### config.mk
export PLATFORM = sky130hd
export DESIGN_NAME = irq_wake_ctrl_flat
export DESIGN_NICKNAME = d
export VERILOG_FILES = /design/src/hdl/irq_wake_pkg.sv /design/src/hdl/irq_wake_if.sv /design/src/hdl/phase_divider.sv /design/src/hdl/irq_wake_ctrl.sv /design/src/flat_wrapper.sv
export SDC_FILE = /design/constraint.sdc
export NUM_CORES = 1
export LEC_CHECK = 0
export BUFFER_PORTS_ARGS = -buffer_cell sky130_fd_sc_hd__buf_2
export CORE_ASPECT_RATIO = 1.4
export CORE_MARGIN = 3
export CORE_UTILIZATION = 46
export CTS_CLUSTER_DIAMETER = 60
export DETAILED_ROUTE_END_ITERATION = 10
export PLACE_DENSITY_LB_ADDON = 0.2
export SLEW_MARGIN = 30
export SYNTH_ARGS = -nofsm -noshare
export SYNTH_HDL_FRONTEND = slang
export SYNTH_SLANG_ARGS = --single-unit
### constraint.sdc
create_clock -name core_clk_in -period 2.39 [get_ports core_clk_in]
set_input_delay 0 -clock core_clk_in [delete_from_list [all_inputs] [get_ports core_clk_in]]
set_output_delay 0 -clock core_clk_in [all_outputs]
set_load 0.02 [all_outputs]
### src/hdl/irq_wake_pkg.sv
// Purpose: shared constants and types for the interrupt gating and low-power wake block
// Assumes: one 10 MHz clock, synchronous active-high reset
// Notes: controller registers are reached over Avalon-MM with waitrequest
// How it works
// (RULE_01) six sources: two pins, three timers, serial
// (RULE_02) each source has its own enable bit
// (RULE_03) top bit zero blocks every interrupt
// (RULE_04) enable bits: ex0,t0,ex1,t1,ser,t2,reserved
// (RULE_05) software never writes one to bit six
// (RULE_06) timer two request ors overflow and event
// (RULE_07) vectoring leaves timer two flags set
// (RULE_08) timer0/1 flags set state5_phase2, polled next cycle
// (RULE_09) timer two flag set state2_phase2, polled same cycle
// (RULE_10) input clock halved before internal clocking
// (RULE_11) idle stops cpu, peripherals keep running
// (RULE_12) idle keeps ram and registers unchanged
// (RULE_13) enabled interrupt or reset ends idle
// (RULE_14) reset exit: two cycles, ram blocked, ports not
// (RULE_15) instruction after idle avoids port writes
// (RULE_16) power-down stops oscillator after final instruction
// (RULE_17) power-down held; exit by reset or external irq
// (RULE_18) reset exit reloads registers, keeps ram
// (RULE_19) reset held until oscillator restarts
// (RULE_20) strobes 1 in idle, 0 in power-down
// (RULE_21) request needs flag, enable and global enable
package irq_wake_pkg;
  // =====================================================
  // register map of the controller (word addresses)
  localparam logic [1:0] ADDR_ENABLE = 2'h0;
  localparam logic [1:0] ADDR_CONTROL = 2'h1;
  localparam logic [1:0] ADDR_STATUS = 2'h2;
  localparam logic [1:0] ADDR_FLAGS = 2'h3;
  // =====================================================
  // enable register fields
  localparam int EN_EX0 = 0;
  localparam int EN_T0 = 1;
  localparam int EN_EX1 = 2;
  localparam int EN_T1 = 3;
  localparam int EN_SER = 4;
  localparam int EN_T2 = 5;
  localparam int EN_RSVD = 6;
  localparam int EN_GLOBAL = 7;
  localparam logic [7:0] ENABLE_RESET = 8'h00;
  localparam logic [7:0] ENABLE_WMASK = 8'hbf;
  // control register fields
  localparam int CTL_IDLE = 0;
  localparam int CTL_PDOWN = 1;
  localparam int CTL_EXTMEM = 2;
  // =====================================================
  // timing: twelve phases of two input clock periods per machine cycle, six states of two phases
  localparam int PHASES_PER_CYCLE = 12;
  localparam logic [3:0] PHASE_STATE2_PHASE2 = 4'h3;
  localparam logic [3:0] PHASE_STATE5_PHASE2 = 4'h9;
  localparam logic [3:0] PHASE_LAST = 4'hb;
  localparam int RESET_EXIT_CYCLES = 2;
  localparam int NUM_SRC = 6;
  // =====================================================
  typedef enum logic [1:0] {
    MODE_RUN = 2'b00,
    MODE_IDLE = 2'b01,
    MODE_PDOWN = 2'b10,
    MODE_RESET_EXIT = 2'b11
  } power_mode_t;
endpackage

### src/hdl/irq_wake_if.sv
// Purpose: link between the interrupt controller and the cpu core end
// Assumes: both ends on core_clk_in
// Notes: no clocking block
interface irq_wake_if;
  logic [5:0] source_flag;
  logic [5:0] request;
  logic cpu_run;
  logic osc_run;
  logic ram_block;
  logic vector_ack;
  logic [2:0] vector_id;
  logic idle_cmd;
  logic pdown_cmd;
  logic clear_t2_ovf;
  logic clear_t2_evt;
  modport ctrl (
    input source_flag, vector_ack, vector_id, idle_cmd, pdown_cmd,
    output request, cpu_run, osc_run, ram_block
  );
  modport core (
    output source_flag, vector_ack, vector_id, idle_cmd, pdown_cmd,
    output clear_t2_ovf, clear_t2_evt,
    input request, cpu_run, osc_run, ram_block
  );
endinterface

### src/hdl/phase_divider.sv
// Purpose: halves the input clock and counts the twelve phases of a machine cycle
// Assumes: run_in low freezes the counters, as the stopped oscillator would
// Notes: one clock only; every slower rate is an enable pulse
module phase_divider
  import irq_wake_pkg::*;
(
  input wire logic core_clk_in,
  input wire logic sys_rst_in,
  input wire logic run_in,
  output logic phase_en_out,
  output logic [3:0] phase_out,
  output logic cycle_end_out
);
  logic half_q;
  logic [3:0] phase_q;
  // =====================================================
  // halving removes any duty-cycle dependence
  always_ff @(posedge core_clk_in) begin
    if (sys_rst_in) begin
      half_q <= 1'b0;
    end else if (run_in) begin
      half_q <= ~half_q; // RULE_10
    end
  end
  always_ff @(posedge core_clk_in) begin
    if (sys_rst_in) begin
      phase_q <= 4'h0;
    end else if (run_in && half_q) begin
      phase_q <= (phase_q == PHASE_LAST) ? 4'h0 : phase_q + 4'h1;
    end
  end
  assign phase_en_out = run_in & half_q;
  assign phase_out = phase_q;
  assign cycle_end_out = run_in & half_q & (phase_q == PHASE_LAST);
endmodule

### src/hdl/irq_wake_ctrl.sv
// Purpose: device end: interrupt gating, idle and power-down control, pin states
// Assumes: peripherals raise overflow pulses; the core end acknowledges vectors
// Notes: registers over Avalon-MM; answers one cycle after the request
module irq_wake_ctrl
  import irq_wake_pkg::*;
(
  input wire logic core_clk_in,
  input wire logic sys_rst_in,
  irq_wake_if.ctrl link,
  input wire logic [1:0] avs_address_in,
  input wire logic avs_read_in,
  input wire logic avs_write_in,
  input wire logic [31:0] avs_writedata_in,
  output logic [31:0] avs_readdata_out,
  output logic avs_waitrequest_out,
  input wire logic external_irq_zero_pin_in,
  input wire logic external_irq_one_pin_in,
  input wire logic timer0_ovf_in,
  input wire logic timer1_ovf_in,
  input wire logic timer2_ovf_in,
  input wire logic timer2_evt_in,
  input wire logic serial_flag_in,
  output logic address_latch_strobe_out,
  output logic program_fetch_strobe_out,
  output logic port0_oe_n_out,
  output logic port2_addr_sel_out,
  output logic [2:0] mode_out
);
  import irq_wake_pkg::*;
  logic [7:0] interrupt_enable_mask_q;
  logic ext_mem_q;
  power_mode_t mode_q;
  logic [1:0] exit_cnt_q;
  logic [1:0] ex0_sync_q, ex1_sync_q;
  logic timer_zero_overflow_flag_q, timer_one_overflow_flag_q;
  logic timer_two_overflow_flag_q, timer_two_event_flag_q;
  logic t0_pend_q, t1_pend_q, t2_pend_q;
  logic [5:0] flags;
  logic [5:0] gated;
  logic phase_en, cycle_end;
  logic [3:0] phase;
  logic req_q, wait_q;
  logic [31:0] rdata_q;
  logic [5:0] request_q;
  logic strobe_q, fetch_q, p0_oe_n_q, p2_sel_q;
  logic wr_en, rd_en;
  // =====================================================
  // clock phases; the oscillator stops in power-down
  phase_divider u_div (
    .core_clk_in(core_clk_in),
    .sys_rst_in(sys_rst_in),
    .run_in(mode_q != MODE_PDOWN), // RULE_16
    .phase_en_out(phase_en),
    .phase_out(phase),
    .cycle_end_out(cycle_end)
  );
  // =====================================================
  // external pins cross into the clock domain
  always_ff @(posedge core_clk_in) begin
    if (sys_rst_in) begin
      ex0_sync_q <= 2'b00;
      ex1_sync_q <= 2'b00;
    end else begin
      ex0_sync_q <= {ex0_sync_q[0], external_irq_zero_pin_in};
      ex1_sync_q <= {ex1_sync_q[0], external_irq_one_pin_in};
    end
  end
  // =====================================================
  // timer 0/1 overflow is latched and posted at state5_phase2
  always_ff @(posedge core_clk_in) begin
    if (sys_rst_in) begin
      t0_pend_q <= 1'b0;
      t1_pend_q <= 1'b0;
      timer_zero_overflow_flag_q <= 1'b0;
      timer_one_overflow_flag_q <= 1'b0;
    end else begin
      t0_pend_q <= (t0_pend_q | timer0_ovf_in) & ~(phase_en && phase == PHASE_STATE5_PHASE2);
      t1_pend_q <= (t1_pend_q | timer1_ovf_in) & ~(phase_en && phase == PHASE_STATE5_PHASE2);
      // the set wins over the vector acknowledge clearing the flag
      if (phase_en && phase == PHASE_STATE5_PHASE2 && (t0_pend_q | timer0_ovf_in)) begin
        timer_zero_overflow_flag_q <= 1'b1; // RULE_08
      end else if (link.vector_ack && link.vector_id == 3'(EN_T0)) begin
        timer_zero_overflow_flag_q <= 1'b0;
      end
      if (phase_en && phase == PHASE_STATE5_PHASE2 && (t1_pend_q | timer1_ovf_in)) begin
        timer_one_overflow_flag_q <= 1'b1; // RULE_08
      end else if (link.vector_ack && link.vector_id == 3'(EN_T1)) begin
        timer_one_overflow_flag_q <= 1'b0;
      end
    end
  end
  // timer 2 overflow posted at state2_phase2, event at once; only software clears them
  always_ff @(posedge core_clk_in) begin
    if (sys_rst_in) begin
      t2_pend_q <= 1'b0;
      timer_two_overflow_flag_q <= 1'b0;
      timer_two_event_flag_q <= 1'b0;
    end else begin
      t2_pend_q <= (t2_pend_q | timer2_ovf_in) & ~(phase_en && phase == PHASE_STATE2_PHASE2);
      if (phase_en && phase == PHASE_STATE2_PHASE2 && (t2_pend_q | timer2_ovf_in)) begin
        timer_two_overflow_flag_q <= 1'b1; // RULE_09
      end else if (wr_en && avs_address_in == ADDR_FLAGS && avs_writedata_in[0]) begin
        timer_two_overflow_flag_q <= 1'b0; // RULE_07
      end
      if (timer2_evt_in) begin
        timer_two_event_flag_q <= 1'b1;
      end else if (wr_en && avs_address_in == ADDR_FLAGS && avs_writedata_in[1]) begin
        timer_two_event_flag_q <= 1'b0; // RULE_07
      end
    end
  end
  // =====================================================
  // source flags in enable-bit order
  always_comb begin
    flags = 6'h00;
    flags[EN_EX0] = ex0_sync_q[1] | link.source_flag[EN_EX0]; // RULE_01
    flags[EN_T0] = timer_zero_overflow_flag_q;
    flags[EN_EX1] = ex1_sync_q[1] | link.source_flag[EN_EX1];
    flags[EN_T1] = timer_one_overflow_flag_q;
    flags[EN_SER] = serial_flag_in | link.source_flag[EN_SER];
    flags[EN_T2] = timer_two_overflow_flag_q | timer_two_event_flag_q; // RULE_06
  end
  genvar gi;
  generate
    for (gi = 0; gi < NUM_SRC; gi++) begin : g_gate
      // RULE_02 RULE_03 RULE_21
      assign gated[gi] = flags[gi] & interrupt_enable_mask_q[gi] &
                         interrupt_enable_mask_q[EN_GLOBAL];
    end
  endgenerate
  always_ff @(posedge core_clk_in) begin
    if (sys_rst_in) begin
      request_q <= 6'h00;
    end else begin
      request_q <= gated; // RULE_21
    end
  end
  // =====================================================
  // avalon slave: one wait cycle, then answer
  assign wr_en = avs_write_in & ~wait_q & req_q;
  assign rd_en = avs_read_in & ~wait_q & req_q;
  always_ff @(posedge core_clk_in) begin
    if (sys_rst_in) begin
      req_q <= 1'b0;
      wait_q <= 1'b1;
      rdata_q <= 32'h0;
    end else begin
      req_q <= (avs_read_in | avs_write_in) & wait_q;
      wait_q <= ~((avs_read_in | avs_write_in) & wait_q);
      if (avs_read_in && wait_q) begin
        if (avs_address_in == ADDR_ENABLE) begin
          rdata_q <= {24'h0, interrupt_enable_mask_q};
        end else if (avs_address_in == ADDR_CONTROL) begin
          rdata_q <= {29'h0, ext_mem_q, mode_q == MODE_PDOWN, mode_q == MODE_IDLE};
        end else if (avs_address_in == ADDR_STATUS) begin
          rdata_q <= {20'h0, phase, request_q, mode_q};
        end else begin
          rdata_q <= {30'h0, timer_two_event_flag_q, timer_two_overflow_flag_q};
        end
      end
    end
  end
  // registers hold in idle and power-down; only reset reloads them
  always_ff @(posedge core_clk_in) begin
    if (sys_rst_in) begin
      interrupt_enable_mask_q <= ENABLE_RESET; // RULE_18
      ext_mem_q <= 1'b0;
    end else if (wr_en && avs_address_in == ADDR_ENABLE) begin
      interrupt_enable_mask_q <= avs_writedata_in[7:0] & ENABLE_WMASK; // RULE_04 RULE_05
    end else if (wr_en && avs_address_in == ADDR_CONTROL) begin
      ext_mem_q <= avs_writedata_in[CTL_EXTMEM];
    end
  end
  // =====================================================
  // power modes
  always_ff @(posedge core_clk_in) begin
    if (sys_rst_in) begin
      // reset out of idle lets the core run briefly with ram blocked
      // a long reset must not lose the exit state taken at its first edge
      if (mode_q == MODE_IDLE || mode_q == MODE_RESET_EXIT) begin
        mode_q <= MODE_RESET_EXIT; // RULE_14
      end else begin
        mode_q <= MODE_RUN;
      end
      exit_cnt_q <= 2'(RESET_EXIT_CYCLES);
    end else begin
      case (mode_q)
        MODE_RUN: begin
          if (link.pdown_cmd || (wr_en && avs_address_in == ADDR_CONTROL &&
              avs_writedata_in[CTL_PDOWN])) begin
            mode_q <= MODE_PDOWN; // RULE_16
          end else if (link.idle_cmd || (wr_en && avs_address_in == ADDR_CONTROL &&
                       avs_writedata_in[CTL_IDLE])) begin
            mode_q <= MODE_IDLE; // RULE_11
          end
        end
        MODE_IDLE: begin
          if (|gated) begin
            mode_q <= MODE_RUN; // RULE_13
          end
        end
        MODE_PDOWN: begin
          if (gated[EN_EX0] || gated[EN_EX1]) begin
            mode_q <= MODE_RUN; // RULE_17
          end
        end
        MODE_RESET_EXIT: begin
          if (cycle_end) begin
            if (exit_cnt_q == 2'h1) begin
              mode_q <= MODE_RUN;
            end
            exit_cnt_q <= exit_cnt_q - 2'h1; // RULE_14
          end
        end
        default: mode_q <= MODE_RUN;
      endcase
    end
  end
  // =====================================================
  // pin states by mode
  always_ff @(posedge core_clk_in) begin
    if (sys_rst_in) begin
      strobe_q <= 1'b1;
      fetch_q <= 1'b1;
      p0_oe_n_q <= 1'b0;
      p2_sel_q <= 1'b0;
    end else begin
      strobe_q <= (mode_q != MODE_PDOWN); // RULE_20
      fetch_q <= (mode_q != MODE_PDOWN); // RULE_20
      p0_oe_n_q <= ext_mem_q && (mode_q == MODE_IDLE || mode_q == MODE_PDOWN);
      p2_sel_q <= ext_mem_q && (mode_q != MODE_PDOWN);
    end
  end
  assign avs_readdata_out = rdata_q;
  assign avs_waitrequest_out = wait_q;
  assign address_latch_strobe_out = strobe_q;
  assign program_fetch_strobe_out = fetch_q;
  assign port0_oe_n_out = p0_oe_n_q;
  assign port2_addr_sel_out = p2_sel_q;
  assign mode_out = {1'b0, mode_q};
  assign link.request = request_q;
  // idle stops only the cpu; ram and registers stay as they are
  assign link.cpu_run = (mode_q == MODE_RUN) || (mode_q == MODE_RESET_EXIT); // RULE_12
  assign link.osc_run = (mode_q != MODE_PDOWN);
  assign link.ram_block = (mode_q == MODE_RESET_EXIT); // RULE_14
endmodule

### src/flat_wrapper.sv
// flat-port wrapper written by rule: the top's interface ports become plain ports
module irq_wake_ctrl_flat import irq_wake_pkg::*;
  (core_clk_in, sys_rst_in, avs_address_in, avs_read_in, avs_write_in, avs_writedata_in, avs_readdata_out, avs_waitrequest_out, external_irq_zero_pin_in, external_irq_one_pin_in, timer0_ovf_in, timer1_ovf_in, timer2_ovf_in, timer2_evt_in, serial_flag_in, address_latch_strobe_out, program_fetch_strobe_out, port0_oe_n_out, port2_addr_sel_out, mode_out, link_source_flag, link_vector_ack, link_vector_id, link_idle_cmd, link_pdown_cmd, link_request, link_cpu_run, link_osc_run, link_ram_block);
  irq_wake_if link_i ();
  input wire logic core_clk_in;
  input wire logic sys_rst_in;
  input wire logic [1:0] avs_address_in;
  input wire logic avs_read_in;
  input wire logic avs_write_in;
  input wire logic [31:0] avs_writedata_in;
  output logic [31:0] avs_readdata_out;
  output logic avs_waitrequest_out;
  input wire logic external_irq_zero_pin_in;
  input wire logic external_irq_one_pin_in;
  input wire logic timer0_ovf_in;
  input wire logic timer1_ovf_in;
  input wire logic timer2_ovf_in;
  input wire logic timer2_evt_in;
  input wire logic serial_flag_in;
  output logic address_latch_strobe_out;
  output logic program_fetch_strobe_out;
  output logic port0_oe_n_out;
  output logic port2_addr_sel_out;
  output logic [2:0] mode_out;
  input wire logic [$bits(link_i.source_flag)-1:0] link_source_flag;
  input wire logic [$bits(link_i.vector_ack)-1:0] link_vector_ack;
  input wire logic [$bits(link_i.vector_id)-1:0] link_vector_id;
  input wire logic [$bits(link_i.idle_cmd)-1:0] link_idle_cmd;
  input wire logic [$bits(link_i.pdown_cmd)-1:0] link_pdown_cmd;
  output wire logic [$bits(link_i.request)-1:0] link_request;
  output wire logic [$bits(link_i.cpu_run)-1:0] link_cpu_run;
  output wire logic [$bits(link_i.osc_run)-1:0] link_osc_run;
  output wire logic [$bits(link_i.ram_block)-1:0] link_ram_block;
  assign link_i.source_flag = link_source_flag;
  assign link_i.vector_ack = link_vector_ack;
  assign link_i.vector_id = link_vector_id;
  assign link_i.idle_cmd = link_idle_cmd;
  assign link_i.pdown_cmd = link_pdown_cmd;
  assign link_request = link_i.request;
  assign link_cpu_run = link_i.cpu_run;
  assign link_osc_run = link_i.osc_run;
  assign link_ram_block = link_i.ram_block;
  irq_wake_ctrl u_core (.core_clk_in(core_clk_in), .sys_rst_in(sys_rst_in), .link(link_i), .avs_address_in(avs_address_in), .avs_read_in(avs_read_in), .avs_write_in(avs_write_in), .avs_writedata_in(avs_writedata_in), .avs_readdata_out(avs_readdata_out), .avs_waitrequest_out(avs_waitrequest_out), .external_irq_zero_pin_in(external_irq_zero_pin_in), .external_irq_one_pin_in(external_irq_one_pin_in), .timer0_ovf_in(timer0_ovf_in), .timer1_ovf_in(timer1_ovf_in), .timer2_ovf_in(timer2_ovf_in), .timer2_evt_in(timer2_evt_in), .serial_flag_in(serial_flag_in), .address_latch_strobe_out(address_latch_strobe_out), .program_fetch_strobe_out(program_fetch_strobe_out), .port0_oe_n_out(port0_oe_n_out), .port2_addr_sel_out(port2_addr_sel_out), .mode_out(mode_out));
endmodule
==> flow_summary.yaml <==
yosys:
  synthDominantCellAreaShare_pct: 43.6
  ys_seq_area_share_pct: 46.2
  yosys-top-cells-area: "dfxtp_1 44%, buf_4 8.3%, nor2_1 5.7%"
  synth-seq-cells: 51
  yosysUniqueCellTypes: 46
  synth_edf_count: 2
  yosysWarnings: 0
  synth.largest_area_cell: "dfxtp_1"
  synth.avg_cell_area_um2: 9.46
  syn_area_um2: 2250
  ys.flop_type: "dfxtp_1"
  async_flop_share_pct: 0
  netlist_instances: 238
worst_hold_path:
  hp-class: "in2reg"
  min-delay-start: "link_vector_id[2]"
die:
  die_h_um: 88.8
  core.rowCount: 29
  die_w_um: 65.1
  die_area_um2: 5780
  io_pins: 106
  start_util_pct: 48.5
  coreArea_um2: 4640
critical_path:
  cp.arrival_ps: 2030
  path_class: "reg2reg"
  critPathSlowestCell: "edfxtp_1"
  crit_path_end_kind: "register"
  crit_path_start: "u_core.mode_q[0]"
  r2r_start: "u_core.mode_q[0]"
  cpPeakStageDelay_ps: 450
  crit_family: "simple AND/OR/NAND/NOR gates"
  critPathLaunchType: "register"
  path_cells: "inv_1, ha_1, and4bb_1, and2_1, a21oi_1, a211oi_2"
  critPathRequiredTime_ps: 2400
  critPathBufInv: 1
  crit_fanout: 8
layout:
  regArea_um2: 1040
  area_growth_pct: 21.6
  final_cell_area_um2: 2740
  layout_common_cells: "56 x buf_2, 49 x dfxtp_1, 34 x nor2_1, 21 x conb_1, 14 x dlygate4sd3_1"
  multi_input_area_um2: 1040
  drive_gt1_share_pct: 24.8
  final_common_cell: "buf_2"
  nets: 370
  antennaDiodeCount: 0
  fillers: 479
timing:
  finalSetupTns_ps: 0
  hold_violations: 0
  slew_viol_final: 0
  fmax_mhz: 495
  whs_ps: 8.65
  finalCritPeriodShare_pct: 84.6
  max_slew_margin_pct: 60.9
  rsz0062_at_grt: "false"
  tightest_slew_ps: 583
  min_period_ps: 2020
  clock-skew-final_ps: 10.2
  setup_violations: 0
pwr:
  power_frac_seq_pct: 47.2
  swShare_pct: 31.6
  comb_power_share_pct: 23.8
  intPower_mw: 1.44
  p_sw_mw: 0.663
  p_clk_share_pct: 29.1
  peakVddDrop_v: 0.000554
  powerDensity_nw_per_um2: 766
  power.leakage_nw: 1.28
clock_tree:
  h-tree-depth: 2
  root_buffer: "clkbuf_8"
  cts.reportedPaths.clkPinSlew_ps: 90
  cts_sinks: 51
  post_cts_buffers: 0
  postCtsHoldBufs: 14
  clock_latency_ps: 310
  cts_resized: 0
  cts_buffers: 5
  cts_tree: "yes"
  clock_tree.buffer_depth: 2
global_routing:
  grt_start_max_net_pins: 24
  first_global_vias: 1691
  antenna_found_initial: 0
  grt_pass1_wl_um: 7720
  grt_use_total_pct: 17.6
  grt_overflow_total: 0
placement:
  placed_area_um2: 2480
  port_buffers: 56
  hpwlAfterDp_um: 3500
  place_congestion: 0.746
detailed_routing:
  vias: 1821
  wl_met2_um: 2560
  met3_length_um: 300
  met1_length_um: 1890
  initialDrtViolationCount: 94
  ant_nets: 0
  wire_per_inst_um: 13.1
  wl_um: 4820
  drc: 0
  viasPerCell: 4.93
  highest_layer: "met4"
  drtPass1Iterations: 4
status:
  outcome: "completed"
job:
  drv_cap: 0
[synth_stat cells, types with 3 or more instances]
master	instances
nand2_1	13
a21oi_1	10
dfxtp_1	49
inv_1	9
mux2i_1	9
nor2b_1	4
nand3_1	5
o21ai_0	10
nor3_1	9
nor2_1	34
buf_4	25
ha_1	7
a22oi_1	9
clkbuf_1	3
[stage by stage]
stage	setup slack (ps)	std cells	utilization [%]	power, mW
floorplan	457	258	-	1.37
global placement	393	347	53.5	1.49
detailed placement	374	347	53.5	1.49
CTS	349	369	59.0	2.12
global route	232	369	59.0	2.22
finish	368	369	59.0	2.10
[sequential cells by signal, indices dropped and copies added, names as in the netlist, 2 cells and up]
name,count
u_core.ex0_sync_q,2
u_core.link.request,6
u_core.mode_q,2
u_core.avs_readdata_out,12
u_core.u_div.phase_out,4
u_core.interrupt_enable_mask_q,7
u_core.ex1_sync_q,2
u_core.exit_cnt_q,2
[kinds of logic after synthesis]
group | count (synthesis) | synth area share [%]
simple gates | 82 | 18.9
flops | 51 | 46.2
other cells | 1 | 0.167
xor+xnor | 3 | 1.17
compound gates | 40 | 11.3
buf+inv | 40 | 10.9
fa+ha+maj | 7 | 3.89
mux | 14 | 7.50
[power by group through the flow]
stage	sequential (mW)	clock (mW)	combinational, mW
finish	0.990	0.610	0.499
global route	0.999	0.669	0.553
CTS	0.989	0.626	0.506
detailed placement	1.01	0	0.485
global placement	1.00	0	0.482
floorplan	1.03	0	0.344
[worst reg2reg max path: stages (launching register included)]
cell and delay [ps]:
edfxtp_1 450, inv_1 90, ha_1 330, and4bb_1 310, and2_1 180, a21oi_1 100, a211oi_2 250
[worst paths after layout]
check / endpoint / slack, ps / cells past startpoint
worst min register to register: u_core.ex1_sync_q[1] / 450 / 1
worst max register to register: u_core.mode_q[0] / 370 / 6
worst max-delay path: u_core.mode_q[0] / 370 / 6
worst min-delay path: u_core.timer_one_overflow_flag_q / 9 / 3
[layout make-up]
| cell class | instances | area share [%] |
|---|---|---|
| Tap cell | 62 | 2.83 |
| Timing Repair Buffer | 71 | 15.6 |
| Inverter | 10 | 1.37 |
| Sequential cell | 51 | 38.0 |
| Clock inverter | 3 | 1.64 |
| Clock buffer | 5 | 2.51 |
| Multi-Input combinational cell | 167 | 38.0 |
[routing by layer]
metal	up-vias	global-route usage (%)
li1	905	-
met1	846	19.5
met2	64	33.2
met3	6	3.94
met4	0	5.66
met5	-	0
Power figures use the tool's default switching activity.
